<file path="src/exc_vec_cfg.svh">
`ifndef EXC_VEC_CFG_SVH
`define EXC_VEC_CFG_SVH

// space codes, lowest code first
`define SPACE_USER_DATA 3'h1
`define SPACE_USER_PROG 3'h2
`define SPACE_SUP_DATA  3'h5
`define SPACE_SUP_PROG  3'h6
`define SPACE_CPU       3'h7
// vector numbers
`define VEC_RESET     8'h00
`define VEC_BUS_ERR   8'h02
`define VEC_ADDR_ERR  8'h03
`define VEC_ILLEGAL   8'h04
`define VEC_ZERO_DIV  8'h05
`define VEC_BOUNDS    8'h06
`define VEC_OVF_TRAP  8'h07
`define VEC_PRIV      8'h08
`define VEC_TRACE     8'h09
`define VEC_LINE_A    8'h0a
`define VEC_LINE_F    8'h0b
`define VEC_FORMAT    8'h0e
`define VEC_SPURIOUS  8'h18
`define VEC_TRAP_BASE 8'h20
`define OP_LINE_A     4'ha
// address layout
`define ADDR_W        24
`define TABLE_MASK    32'h0000_03ff
`define HAS_VBASE     1'b1
`define VBASE_RESET   32'h0000_0000
// register offsets
`define REG_SR        4'h0
`define REG_VBASE     4'h4
`define REG_STATUS    4'h8
// status register fields and reset value
`define SR_T_BIT      15
`define SR_S_BIT      13
`define SR_MASK_LSB   8
`define SR_RESET      16'h2700
`define MASK_TOP      3'h7
// last word index of a vector fetch
`define RESET_LAST    2'h3
`define VECTOR_LAST   2'h1
// pending event bits
`define PEND_W        13
`define P_RESET       0
`define P_ADDR        1
`define P_BERR        2
`define P_TRACE       3
`define P_ILL         4
`define P_PRIV        5
`define P_LINEA       6
`define P_LINEF       7
`define P_FMT         8
`define P_ZDIV        9
`define P_BOUNDS      10
`define P_OVF         11
`define P_TRAP        12
`endif

</file>
<file path="src/exc_vec_pkg.sv">
package exc_vec_pkg;
	typedef enum logic [7:0] {
		PH_IDLE  = 8'h01,
		PH_COPY  = 8'h02,
		PH_ACK   = 8'h04,
		PH_ADDR  = 8'h08,
		PH_SAVE  = 8'h10,
		PH_FETCH = 8'h20,
		PH_DONE  = 8'h40,
		PH_HALT  = 8'h80
	} phase_t;

	// one bus reference as seen by the bus controller
	typedef struct packed {
		logic        req;
		logic        write;
		logic [2:0]  space;
		logic [22:0] addr;
		logic [1:0]  strobe;
	} bus_out_t;

	// everything the unit remembers
	typedef struct packed {
		phase_t      phase;
		logic [15:0] sr;
		logic [15:0] sr_copy;
		logic [31:0] vbase;
		logic [12:0] pending;
		logic [7:0]  vector;
		logic [31:0] vaddr;
		logic [1:0]  word_cnt;
		logic        is_irq;
		logic        is_reset;
		logic [2:0]  irq_lvl;
		logic [3:0]  trap_n;
		logic [2:0]  irq_s1;
		logic [2:0]  irq_s2;
		logic        avec_s1;
		logic        avec_s2;
		logic [63:0] fetch;
		bus_out_t    bus;
		logic        save_req;
		logic        vector_valid;
		logic        resume;
		logic        load_ssp;
		logic [31:0] rdata;
	} regs_t;
endpackage : exc_vec_pkg

</file>
<file path="src/exception_vector_address_unit.sv">
`timescale 1ns/10ps
`include "exc_vec_cfg.svh"

module exception_vector_address_unit
	import exc_vec_pkg::*;
(
	input  wire logic        clk,
	input  wire logic        nrst,
	// register port
	input  wire logic [3:0]  reg_addr,
	input  wire logic [31:0] reg_wdata,
	input  wire logic        reg_wr,
	input  wire logic        reg_rd,
	output logic [31:0]      reg_rdata,
	// core references and events
	input  wire logic        core_ref_req,
	input  wire logic        core_ref_write,
	input  wire logic        core_ref_program,
	input  wire logic [23:0] core_ref_addr,
	input  wire logic        instr_boundary,
	input  wire logic        instr_done,
	input  wire logic        soft_reset,
	input  wire logic        odd_fetch,
	input  wire logic        bus_fault,
	input  wire logic        illegal_op,
	input  wire logic        unimpl_op,
	input  wire logic [3:0]  opcode_top,
	input  wire logic        priv_violation,
	input  wire logic        format_error,
	input  wire logic        zero_divide,
	input  wire logic        bounds_fail,
	input  wire logic        overflow_trap,
	input  wire logic        trap_req,
	input  wire logic [3:0]  trap_num,
	// context save handshake with the core
	input  wire logic        save_done,
	// bus controller, same clock
	input  wire logic        bus_done,
	input  wire logic        bus_error,
	input  wire logic [15:0] bus_rdata,
	// pins
	input  wire logic [2:0]  irq_level,
	input  wire logic        autovector,
	// outputs
	output bus_out_t         bus,
	output logic             save_req,
	output logic             exc_active,
	output logic             halted,
	output logic [7:0]       vector_number,
	output logic             vector_valid,
	output logic [31:0]      vector_address,
	output logic [15:0]      status,
	output logic [15:0]      status_copy,
	output logic             resume,
	output logic             load_ssp,
	output logic [31:0]      new_pc,
	output logic [31:0]      new_ssp
);

	localparam regs_t RESET_STATE = '{
		phase   : PH_IDLE,
		sr      : `SR_RESET,
		vbase   : `VBASE_RESET,
		pending : 13'h0001,
		default : '0
	};

	regs_t r;
	regs_t n;

	logic [2:0]  lvl;
	logic        irq_ok;
	logic [31:0] offset;
	logic [22:0] word_addr;
	logic        s_bit;

	// level seen by the core after two flops
	assign lvl    = r.irq_s2;
	assign s_bit  = r.sr[`SR_S_BIT];
	// level 7 cannot be masked
	assign irq_ok = (lvl > r.sr[`SR_MASK_LSB +: 3]) || (lvl == `MASK_TOP);
	// vector number times four, upper bits zero
	assign offset = {22'h000000, r.vector, 2'b00};
	// bit 0 never leaves: strobes stand for it
	assign word_addr = r.vaddr[`ADDR_W-1:1] + {21'h000000, r.word_cnt};

	// next state
	always_comb begin
		n = r;
		n.irq_s1       = irq_level;
		n.irq_s2       = r.irq_s1;
		n.avec_s1      = autovector;
		n.avec_s2      = r.avec_s1;
		n.vector_valid = 1'b0;
		n.resume       = 1'b0;
		n.load_ssp     = 1'b0;
		n.rdata        = 32'h0000_0000;

		// register writes
		if (reg_wr) begin
			if (reg_addr == `REG_SR) begin
				n.sr = reg_wdata[15:0];
			end else if (reg_addr == `REG_VBASE) begin
				if (`HAS_VBASE) begin
					n.vbase = reg_wdata;
				end
			end
		end

		// reads answer in the next cycle only
		if (reg_rd) begin
			if (reg_addr == `REG_SR) begin
				n.rdata = {16'h0000, r.sr};
			end else if (reg_addr == `REG_VBASE) begin
				n.rdata = r.vbase;
			end else if (reg_addr == `REG_STATUS) begin
				n.rdata = {3'h0, r.pending, r.vector, r.phase};
			end else begin
				n.rdata = 32'h0000_0000;
			end
		end

		// normal references follow the core
		if (r.phase == PH_IDLE) begin
			n.bus.req    = core_ref_req;
			n.bus.write  = core_ref_write;
			n.bus.addr   = core_ref_addr[`ADDR_W-1:1];
			n.bus.strobe = 2'b11;
			if (core_ref_program) begin
				n.bus.space = s_bit ? `SPACE_SUP_PROG : `SPACE_USER_PROG;
			end else begin
				n.bus.space = s_bit ? `SPACE_SUP_DATA : `SPACE_USER_DATA;
			end
		end

		// sequencing; a clear inside a case item is undone below when
		// the same event arrives again in this cycle
		case (r.phase)
			PH_IDLE: begin
				n.is_irq   = 1'b0;
				n.is_reset = 1'b0;
				// group 0 first, any time
				if (r.pending[`P_RESET]) begin
					n.is_reset = 1'b1;
					n.vector   = `VEC_RESET;
					n.pending  = '0;
					n.phase    = PH_COPY;
				end else if (r.pending[`P_ADDR]) begin
					n.vector = `VEC_ADDR_ERR;
					n.pending[`P_ADDR] = 1'b0;
					n.phase  = PH_COPY;
				end else if (r.pending[`P_BERR]) begin
					n.vector = `VEC_BUS_ERR;
					n.pending[`P_BERR] = 1'b0;
					n.phase  = PH_COPY;
				end else if (instr_boundary && r.pending[`P_TRACE]) begin
					n.vector = `VEC_TRACE;
					n.pending[`P_TRACE] = 1'b0;
					n.phase  = PH_COPY;
				end else if (instr_boundary && irq_ok && lvl != 3'h0) begin
					n.is_irq  = 1'b1;
					n.irq_lvl = lvl;
					n.phase   = PH_COPY;
				end else if (instr_boundary && r.pending[`P_ILL]) begin
					n.vector = `VEC_ILLEGAL;
					n.pending[`P_ILL] = 1'b0;
					n.phase  = PH_COPY;
				end else if (instr_boundary && r.pending[`P_PRIV]) begin
					n.vector = `VEC_PRIV;
					n.pending[`P_PRIV] = 1'b0;
					n.phase  = PH_COPY;
				end else if (instr_boundary && r.pending[`P_LINEA]) begin
					n.vector = `VEC_LINE_A;
					n.pending[`P_LINEA] = 1'b0;
					n.phase  = PH_COPY;
				end else if (instr_boundary && r.pending[`P_LINEF]) begin
					n.vector = `VEC_LINE_F;
					n.pending[`P_LINEF] = 1'b0;
					n.phase  = PH_COPY;
				end else if (r.pending[`P_FMT]) begin
					n.vector = `VEC_FORMAT;
					n.pending[`P_FMT] = 1'b0;
					n.phase  = PH_COPY;
				end else if (r.pending[`P_ZDIV]) begin
					n.vector = `VEC_ZERO_DIV;
					n.pending[`P_ZDIV] = 1'b0;
					n.phase  = PH_COPY;
				end else if (r.pending[`P_BOUNDS]) begin
					n.vector = `VEC_BOUNDS;
					n.pending[`P_BOUNDS] = 1'b0;
					n.phase  = PH_COPY;
				end else if (r.pending[`P_OVF]) begin
					n.vector = `VEC_OVF_TRAP;
					n.pending[`P_OVF] = 1'b0;
					n.phase  = PH_COPY;
				end else if (r.pending[`P_TRAP]) begin
					n.vector = `VEC_TRAP_BASE + {4'h0, r.trap_n};
					n.pending[`P_TRAP] = 1'b0;
					n.phase  = PH_COPY;
				end
				if (n.phase == PH_COPY) begin
					n.bus.req = 1'b0;
				end
			end
			PH_COPY: begin
				// step one: keep the old status, enter supervisor
				n.sr_copy = r.sr;
				n.sr[`SR_S_BIT] = 1'b1;
				n.sr[`SR_T_BIT] = 1'b0;
				if (r.is_reset) begin
					n.sr[`SR_MASK_LSB +: 3] = `MASK_TOP;
				end else if (r.is_irq) begin
					n.sr[`SR_MASK_LSB +: 3] = r.irq_lvl;
				end
				if (r.is_irq) begin
					// acknowledge cycle, level on address bits 3..1
					n.bus.req    = 1'b1;
					n.bus.write  = 1'b0;
					n.bus.space  = `SPACE_CPU;
					n.bus.addr   = {20'hfffff, r.irq_lvl};
					n.bus.strobe = 2'b01;
					n.phase      = PH_ACK;
				end else begin
					n.phase = PH_ADDR;
				end
			end
			PH_ACK: begin
				// step two for interrupts: vector from outside
				if (bus_error) begin
					n.vector  = `VEC_SPURIOUS;
					n.bus.req = 1'b0;
					n.phase   = PH_ADDR;
				end else if (r.avec_s2) begin
					n.vector  = `VEC_SPURIOUS + {5'h00, r.irq_lvl};
					n.bus.req = 1'b0;
					n.phase   = PH_ADDR;
				end else if (bus_done) begin
					// upper byte is don't care; an unprogrammed source
					// answers its own uninitialised number
					n.vector  = bus_rdata[7:0];
					n.bus.req = 1'b0;
					n.phase   = PH_ADDR;
				end
			end
			PH_ADDR: begin
				// base is zero unless software moved the table
				n.vaddr        = r.vbase + offset;
				n.vector_valid = 1'b1;
				n.word_cnt     = 2'h0;
				n.fetch        = '0;
				// reset saves nothing
				n.phase    = r.is_reset ? PH_FETCH : PH_SAVE;
				n.save_req = ~r.is_reset;
			end
			PH_SAVE: begin
				// step three: core stacks the old context
				if (save_done) begin
					n.save_req = 1'b0;
					n.phase    = PH_FETCH;
				end
			end
			PH_FETCH: begin
				// step four: read the vector words
				n.bus.req    = 1'b1;
				n.bus.write  = 1'b0;
				n.bus.strobe = 2'b11;
				n.bus.addr   = word_addr;
				if (r.is_reset) begin
					n.bus.space = `SPACE_SUP_PROG;
				end else begin
					n.bus.space = `SPACE_SUP_DATA;
				end
				if (r.bus.req && bus_error) begin
					// fault while fetching a vector: give up
					n.bus.req = 1'b0;
					n.phase   = PH_HALT;
				end else if (r.bus.req && bus_done) begin
					n.fetch   = {r.fetch[47:0], bus_rdata};
					n.bus.req = 1'b0;
					if (r.word_cnt == (r.is_reset ? `RESET_LAST : `VECTOR_LAST)) begin
						n.phase = PH_DONE;
					end else begin
						n.word_cnt = r.word_cnt + 2'h1;
					end
				end
			end
			PH_DONE: begin
				// resume at the handler
				n.resume   = 1'b1;
				n.load_ssp = r.is_reset;
				n.phase    = PH_IDLE;
			end
			PH_HALT: begin
				// only a reset brings the unit back
				n.bus.req = 1'b0;
			end
			default: begin
				n.phase = PH_HALT;
			end
		endcase

		// events latch after the clears above, so a set wins
		if (soft_reset) begin
			n.pending[`P_RESET] = 1'b1;
			if (r.phase == PH_HALT) begin
				n.phase = PH_IDLE;
			end
		end
		if (odd_fetch) begin
			n.pending[`P_ADDR] = 1'b1;
		end
		if (bus_fault) begin
			n.pending[`P_BERR] = 1'b1;
		end
		if (instr_done && r.sr[`SR_T_BIT]) begin
			n.pending[`P_TRACE] = 1'b1;
		end
		if (illegal_op) begin
			n.pending[`P_ILL] = 1'b1;
		end
		if (priv_violation) begin
			n.pending[`P_PRIV] = 1'b1;
		end
		if (unimpl_op) begin
			if (opcode_top == `OP_LINE_A) begin
				n.pending[`P_LINEA] = 1'b1;
			end else begin
				n.pending[`P_LINEF] = 1'b1;
			end
		end
		// without a table base the number stays unused
		if (format_error && `HAS_VBASE) begin
			n.pending[`P_FMT] = 1'b1;
		end
		if (zero_divide) begin
			n.pending[`P_ZDIV] = 1'b1;
		end
		if (bounds_fail) begin
			n.pending[`P_BOUNDS] = 1'b1;
		end
		if (overflow_trap) begin
			n.pending[`P_OVF] = 1'b1;
		end
		if (trap_req) begin
			n.pending[`P_TRAP] = 1'b1;
			n.trap_n = trap_num;
		end

		// codes 0, 3 and 4 are never put out
		if (n.bus.space == 3'h0 || n.bus.space == 3'h3 || n.bus.space == 3'h4) begin
			n.bus.space = `SPACE_SUP_DATA;
		end
	end

	// state register
	always_ff @(posedge clk or negedge nrst) begin
		if (!nrst) begin
			r <= RESET_STATE;
		end else begin
			r <= n;
		end
	end

	// all outputs straight from the state register
	assign reg_rdata      = r.rdata;
	assign bus            = r.bus;
	assign save_req       = r.save_req;
	assign exc_active     = (r.phase != PH_IDLE);
	assign halted         = (r.phase == PH_HALT);
	assign vector_number  = r.vector;
	assign vector_valid   = r.vector_valid;
	assign vector_address = r.vaddr;
	assign status         = r.sr;
	assign status_copy    = r.sr_copy;
	assign resume         = r.resume;
	assign load_ssp       = r.load_ssp;
	assign new_pc         = r.fetch[31:0];
	assign new_ssp        = r.fetch[63:32];

endmodule : exception_vector_address_unit

</file>
<file path="config.mk">
export PLATFORM = sky130hd
export DESIGN_NAME = exception_vector_address_unit
export DESIGN_NICKNAME = d
export VERILOG_FILES = /design/src/exc_vec_pkg.sv /design/src/exception_vector_address_unit.sv
export VERILOG_INCLUDE_DIRS = /design/src /design/src/src
export SDC_FILE = /design/constraint.sdc
export NUM_CORES = 1
export LEC_CHECK = 0
export BUFFER_PORTS_ARGS = -buffer_cell sky130_fd_sc_hd__buf_2
export CAP_MARGIN = 10
export CORE_ASPECT_RATIO = 1.75
export CORE_MARGIN = 3
export CORE_UTILIZATION = 35
export DETAILED_ROUTE_END_ITERATION = 10
export RECOVER_POWER = 100
export SYNTH_ARGS = -nofsm -noshare
export SYNTH_HDL_FRONTEND = slang
export SYNTH_SLANG_ARGS = --single-unit
</file>
<file path="constraint.sdc">
create_clock -name clk -period 2.4 [get_ports clk]
set_input_delay 0.24 -clock clk [delete_from_list [all_inputs] [get_ports clk]]
set_output_delay 0.24 -clock clk [all_outputs]
set_load 0.01 [all_outputs]
</file>
; Yosys cells after proc, flatten, opt, wreduce, memory -nomap -nowiden
; Index checks and enable logic that the tools add are counted.
[op_classes]
mux = 121
addsub = 5
eq_ne = 86
n_reduce_logical = 52
order_cmp = 1
bitwise_logic = 6
[ops]
columns = cell, count
row1 = $mux W8, 42
row2 = $ne A3 B3 Y1 const B, 60
row3 = $pmux W64 S2, 1
row4 = $mux W32, 3
row5 = $mux W65, 1
row6 = $mux W64, 1
row7 = $pmux W8 S8, 1
row8 = $mux W30, 2
row9 = $pmux W29 S2, 1
row10 = $mux W1, 34
row11 = $add A32 B10 Y32, 1
row12 = $mux W16, 2
row13 = $reduce_bool A2 Y1, 16
row14 = $mux W29, 1
row15 = $mux W3, 8
row16 = $add A23 B2 Y23, 1
row17 = $mux W9, 2
row18 = $eq A8 B2 Y1 const B, 2
row19 = $mux W2, 8
row20 = $pmux W8 S2, 1
row21 = $ne A14 B9 Y1 const B, 1
row22 = $mux W13, 1
row23 = $reduce_and A13 Y1, 1
row24 = $mux W12, 1
row25 = 45 further kinds, 79
[totals]
word_cells = 311
in_bits = 111
reg_bits = 274
output_inout_bits = 204

; Logic depth before layout (Yosys ltp)
[logic_depth]
word_depth = 18
depth_mapped = 11
ltp_nobuf = 9

; Least setup slack after synthesis
; Ideal clock, no wire load.
[synth_path]
path_kind = register -> register
from = reg r (netlist bit status[9])
to = reg r (netlist bit vector_number[0])
setup_slack_ns = 0.010
path_stages_with_launch = 9
arrival_ns = 2.262
path_buffers = 0
synth_period_minus_slack_ns = 2.390
setup_time_ns = 0.128
t_required_ns = 2.272
cell_sequence = dfstp_2 > inv_1 > ha_1 > and3_1 > a211oi_1 > nand2_1 > a21o_1 > a31oi_4 > mux2_1
[synth_via]
elab_chain_len = 6
[synth_lines]
columns = element, line_no
row1 = start: declaration, exception_vector_address_unit.sv:68  ; regs_t r;
row2 = start signal: assignment, exception_vector_address_unit.sv:360  ; r <= n;
row3 = $gt A3 B3 Y1, exception_vector_address_unit.sv:81  ; assign irq_ok = (lvl > r.sr[`SR_MASK_LSB +: 3]) || (lvl == `MASK_TOP);
row4 = $logic_or A1 B1 Y1, exception_vector_address_unit.sv:81
row5 = $logic_and A1 B1 Y1 (2 in a row), exception_vector_address_unit.sv:160  ; end else if (instr_boundary && irq_ok && lvl != 3'h0) begin
row6 = $ne A6 B6 Y1 (no line), --
row7 = $reduce_and A4 Y1 (no line), --
; Every way passes these cells.
; A chain may end at the register's enable or synchronous reset.

; Final worst setup path
[layout_path]
from = reg r (netlist bit status[9])
to = reg r (netlist bit vector_number[6])
; Same word-level chain as after synthesis.

==> key figures <==
Run status
  – Status: finished with violations
  – Violated checks: capacitance limit, slew limit

STA
  – Fin worst setup slack: 0.07204 ns
  – Tmin final: 2.328 ns
  – Worst Skew: 0.02405 ns
  – Worst hold margin: 0.02634 ns
  – Highest clock rate: 429.6 MHz
  – Period utilization: 97.00%
  – Final setup vio count: 0
  – Fin. max-slew vios: 87
  – Measured slew at the worst slew-check pin: 1.685 ns
  – Unrepaired setup endpoints after global routing: yes
  – Setup tns final: 0 ns
  – Final hold viol count: 0
  – Slew headroom: -12.36%

Yosys
  – Avg Inst Size Synth: 9.427 um2
  – Commonest cells in the netlist: nand2_1 (333), dfrtp_1 (268), buf_4 (199), o21ai_0 (86), o21ai_1 (69)
  – Yosys warning count: 0
  – Number of synthesized flops with an enable pin: 0
  – Synth top area share: 47.55%
  – Yosys top cell by area: dfrtp_1
  – Mapped Area: 14100 um2
  – Yosys reg bits: 274
  – Top FF cell, synth: dfrtp_1
  – Count leader, synth: nand2_1
  – Mapped Cells: 1496
  – Synth area leaders: dfrtp_1 (48%), buf_4 (11%), nand2_1 (8.9%)
  – Seq/Total Area, Yosys: 48.67%
  – Syn_nets: 1622
  – Yosys cell types: 73
  – Async SR Flop Fraction: 100.0%

Job
  – Max-cap check violation count: 2

Placed design
  – Place WS: -0.09553 ns
  – Hpwl dp: 33970 um
  – Placed instance area: 15160 um2
  – Cells after DPL: 2100
  – IO buf count: 313
  – Routability cong.: 0.9042

Clock tree
  – CTS buffer count: 27
  – H-tree levels: 1
  – CTS tree: done
  – Clock Path Buffers: 3
  – Clock transition at path regs: 0.07 ns
  – Clock Latency Late Sink: 0.56 ns
  – Clock Sinks: 274
  – Clock root buffer: clkbuf_16

Layout
  – Ant diodes: 0
  – NumNets Final: 1864
  – Layout cells sized above 1: 17.74%
  – Final Util: 42.45%
  – Non-Filler Instances: 2249
  – Design area: 16780 um2
  – Synth-to-Final Area Change: 18.95%

Global routing
  – Initial antenna violation count: 0
  – Largest net degree at the start of global routing: 86
  – Gr usage total: 20.11%
  – Total gr overflow: 0
  – First-pass GRT wire length: 67340 um
  – Number of global-route vias before repair: 11606

Worst setup path
  – Critical setup path kind: flip-flop to flip-flop
  – Arrival time worst endpoint: 2.78 ns
  – R2R Setup Slk: 0.07 ns
  – CP max FO: 6
  – CP endpoint kind: flip-flop
  – CP Data Required Time: 2.85 ns
  – Reg2Reg Capture Point: vector_number[6]
  – CP Launch Type: flip-flop
  – R2R cell count: 10
  – R2r startpoint: status[9]

Detailed routing
  – Routed wire length: 44460 um
  – DR vias/cell: 5.022
  – Vias after detailed routing: 11294
  – DRC: 0
  – Initial DRC Count: 769
  – DRT Pass-1 Iters: 5
  – Routed Antenna Nets: 0
  – Wire length per cell: 19.77 um

Min path
  – Worst Hold Class: input port to flip-flop
  – Hold path start: core_ref_addr[5]
  – Worst hold stages: 5
  – Hold EP: bus[6]

Floorplanning
  – Die area: 42840 um2
  – Die width: 157.7 um
  – Initial Util: 35.69%
  – I/O pin total: 315
  – Core Region: 39520 um2
  – Die height: 271.6 um
  – FP Rows: 96

Power
  – Tot Pwr: 14.40 mW
  – Cell leakage power: 7.336 nW
  – Pwr Density: 858.4 nW/um2
  – Peak supply drop: 0.0005403 V
==> layout make-up <==
cell class              count  area, um2
fillers                  4013      22740
flip-flops and latches    274       6864
multi-input cells         930       5444
repair buffers            484       2894
clock buffers              35      755.7
well taps                 490      613.1
clock inverters            15      126.4
inverters                  21      78.83
==> cell usage in the layout (no fill, tap or decap), types with 5 or more instances in the layout <==
master,netlist,final
nand4b_1,5,5
clkbuf_1,47,211
nor3_1,18,18
clkbuf_2,0,6
buf_2,13,114
dfrtp_1,268,268
nand2_1,333,333
a22oi_1,16,16
buf_12,0,9
nand4_1,20,20
nand3_1,28,27
clkinv_2,0,5
and3_1,14,12
xnor2_1,16,16
dlygate4sd3_1,0,90
clkinvlp_4,0,6
xor2_1,35,35
ha_1,13,11
nor2b_1,11,10
clkbuf_16,0,27
clkbuf_8,0,5
mux2_2,47,47
o31ai_1,5,5
a21o_1,8,8
inv_1,19,17
o21ai_0,86,84
o21ai_1,69,70
mux2i_1,11,11
dfstp_2,6,5
a32oi_1,15,15
nor2_1,52,51
buf_4,199,53
a21oi_1,42,42
==> worst max path at each step <==
| stage | endpoint | slack [ns] | from |
|---|---|---|---|
| global route | vector_number[6] | -0.02 | status[9] |
| detailed placement | vector_number[0] | -0.1 | status[9] |
| finish | vector_number[6] | 0.07 | status[9] |
| CTS | exc_active | 0.008 | r[273] |
| floorplan | vector_number[0] | 0.01 | status[9] |
| global placement | vector_number[5] | -0.08 | status[9] |
==> routing by layer <==
metal	up-vias	track usage [%]	share of wire [%]
met5	-	0	0
met4	0	7.474	4.0
met3	92	3.047	5.6
met2	374	37.68	53
met1	5466	22.46	37
li1	5362	-	-
==> cell families (layout without fill, tap and decap cells) <==
family	Yosys count	in the layout	synth area share, %
XOR/XNOR	51	51	3.167
flip-flops	274	274	48.67
multiplexers	65	65	5.092
AND/OR/NAND/NOR	523	523	16.65
buffers and inverters	292	555	13.24
AO/OA/AOI/OAI	276	276	11.75
adder cells (fa/ha/maj)	15	15	1.437
==> sequential cells by signal, indices dropped and copies added, names as in the netlist <==
| name | cells |
|---|---|
| vector_address | 32 |
| n | 4 |
| r | 65 |
| status_copy | 16 |
| new_ssp | 32 |
| resume | 1 |
| vector_valid | 1 |
| load_ssp | 1 |
| bus | 30 |
| new_pc | 32 |
| save_req | 1 |
| vector_number | 8 |
| status | 16 |
| lvl | 3 |
| reg_rdata | 32 |
==> repair_timing <==
| action | 4_1_cts | 5_1_grt |
|---|---|---|
| hold buffers | 89 | 1 |
| endpoints found under the hold margin | 153 | 1 |
| endpoints found under the setup margin | 8 | 22 |
| setup buffers | 2 | 7 |
| pin swaps | 5 | 8 |
| gates resized for setup | 9 | 16 |
==> power by group <==
part | switching [mW] | internal (mW)
clock network | 1.92 | 2.35
registers | 0.796 | 5.43
logic | 2.21 | 1.70
==> critical path, cell delays in order (launching register included) <==
cell      delay [ns]
dfstp_2         0.54
inv_2           0.05
ha_4            0.24
nor2b_1         0.13
o211a_1         0.21
o211ai_1        0.21
a21o_1          0.20
a31oi_4         0.16
buf_6           0.18
buf_4           0.12
a22o_1          0.16
Note: power is estimated with default switching activity, not from simulation.
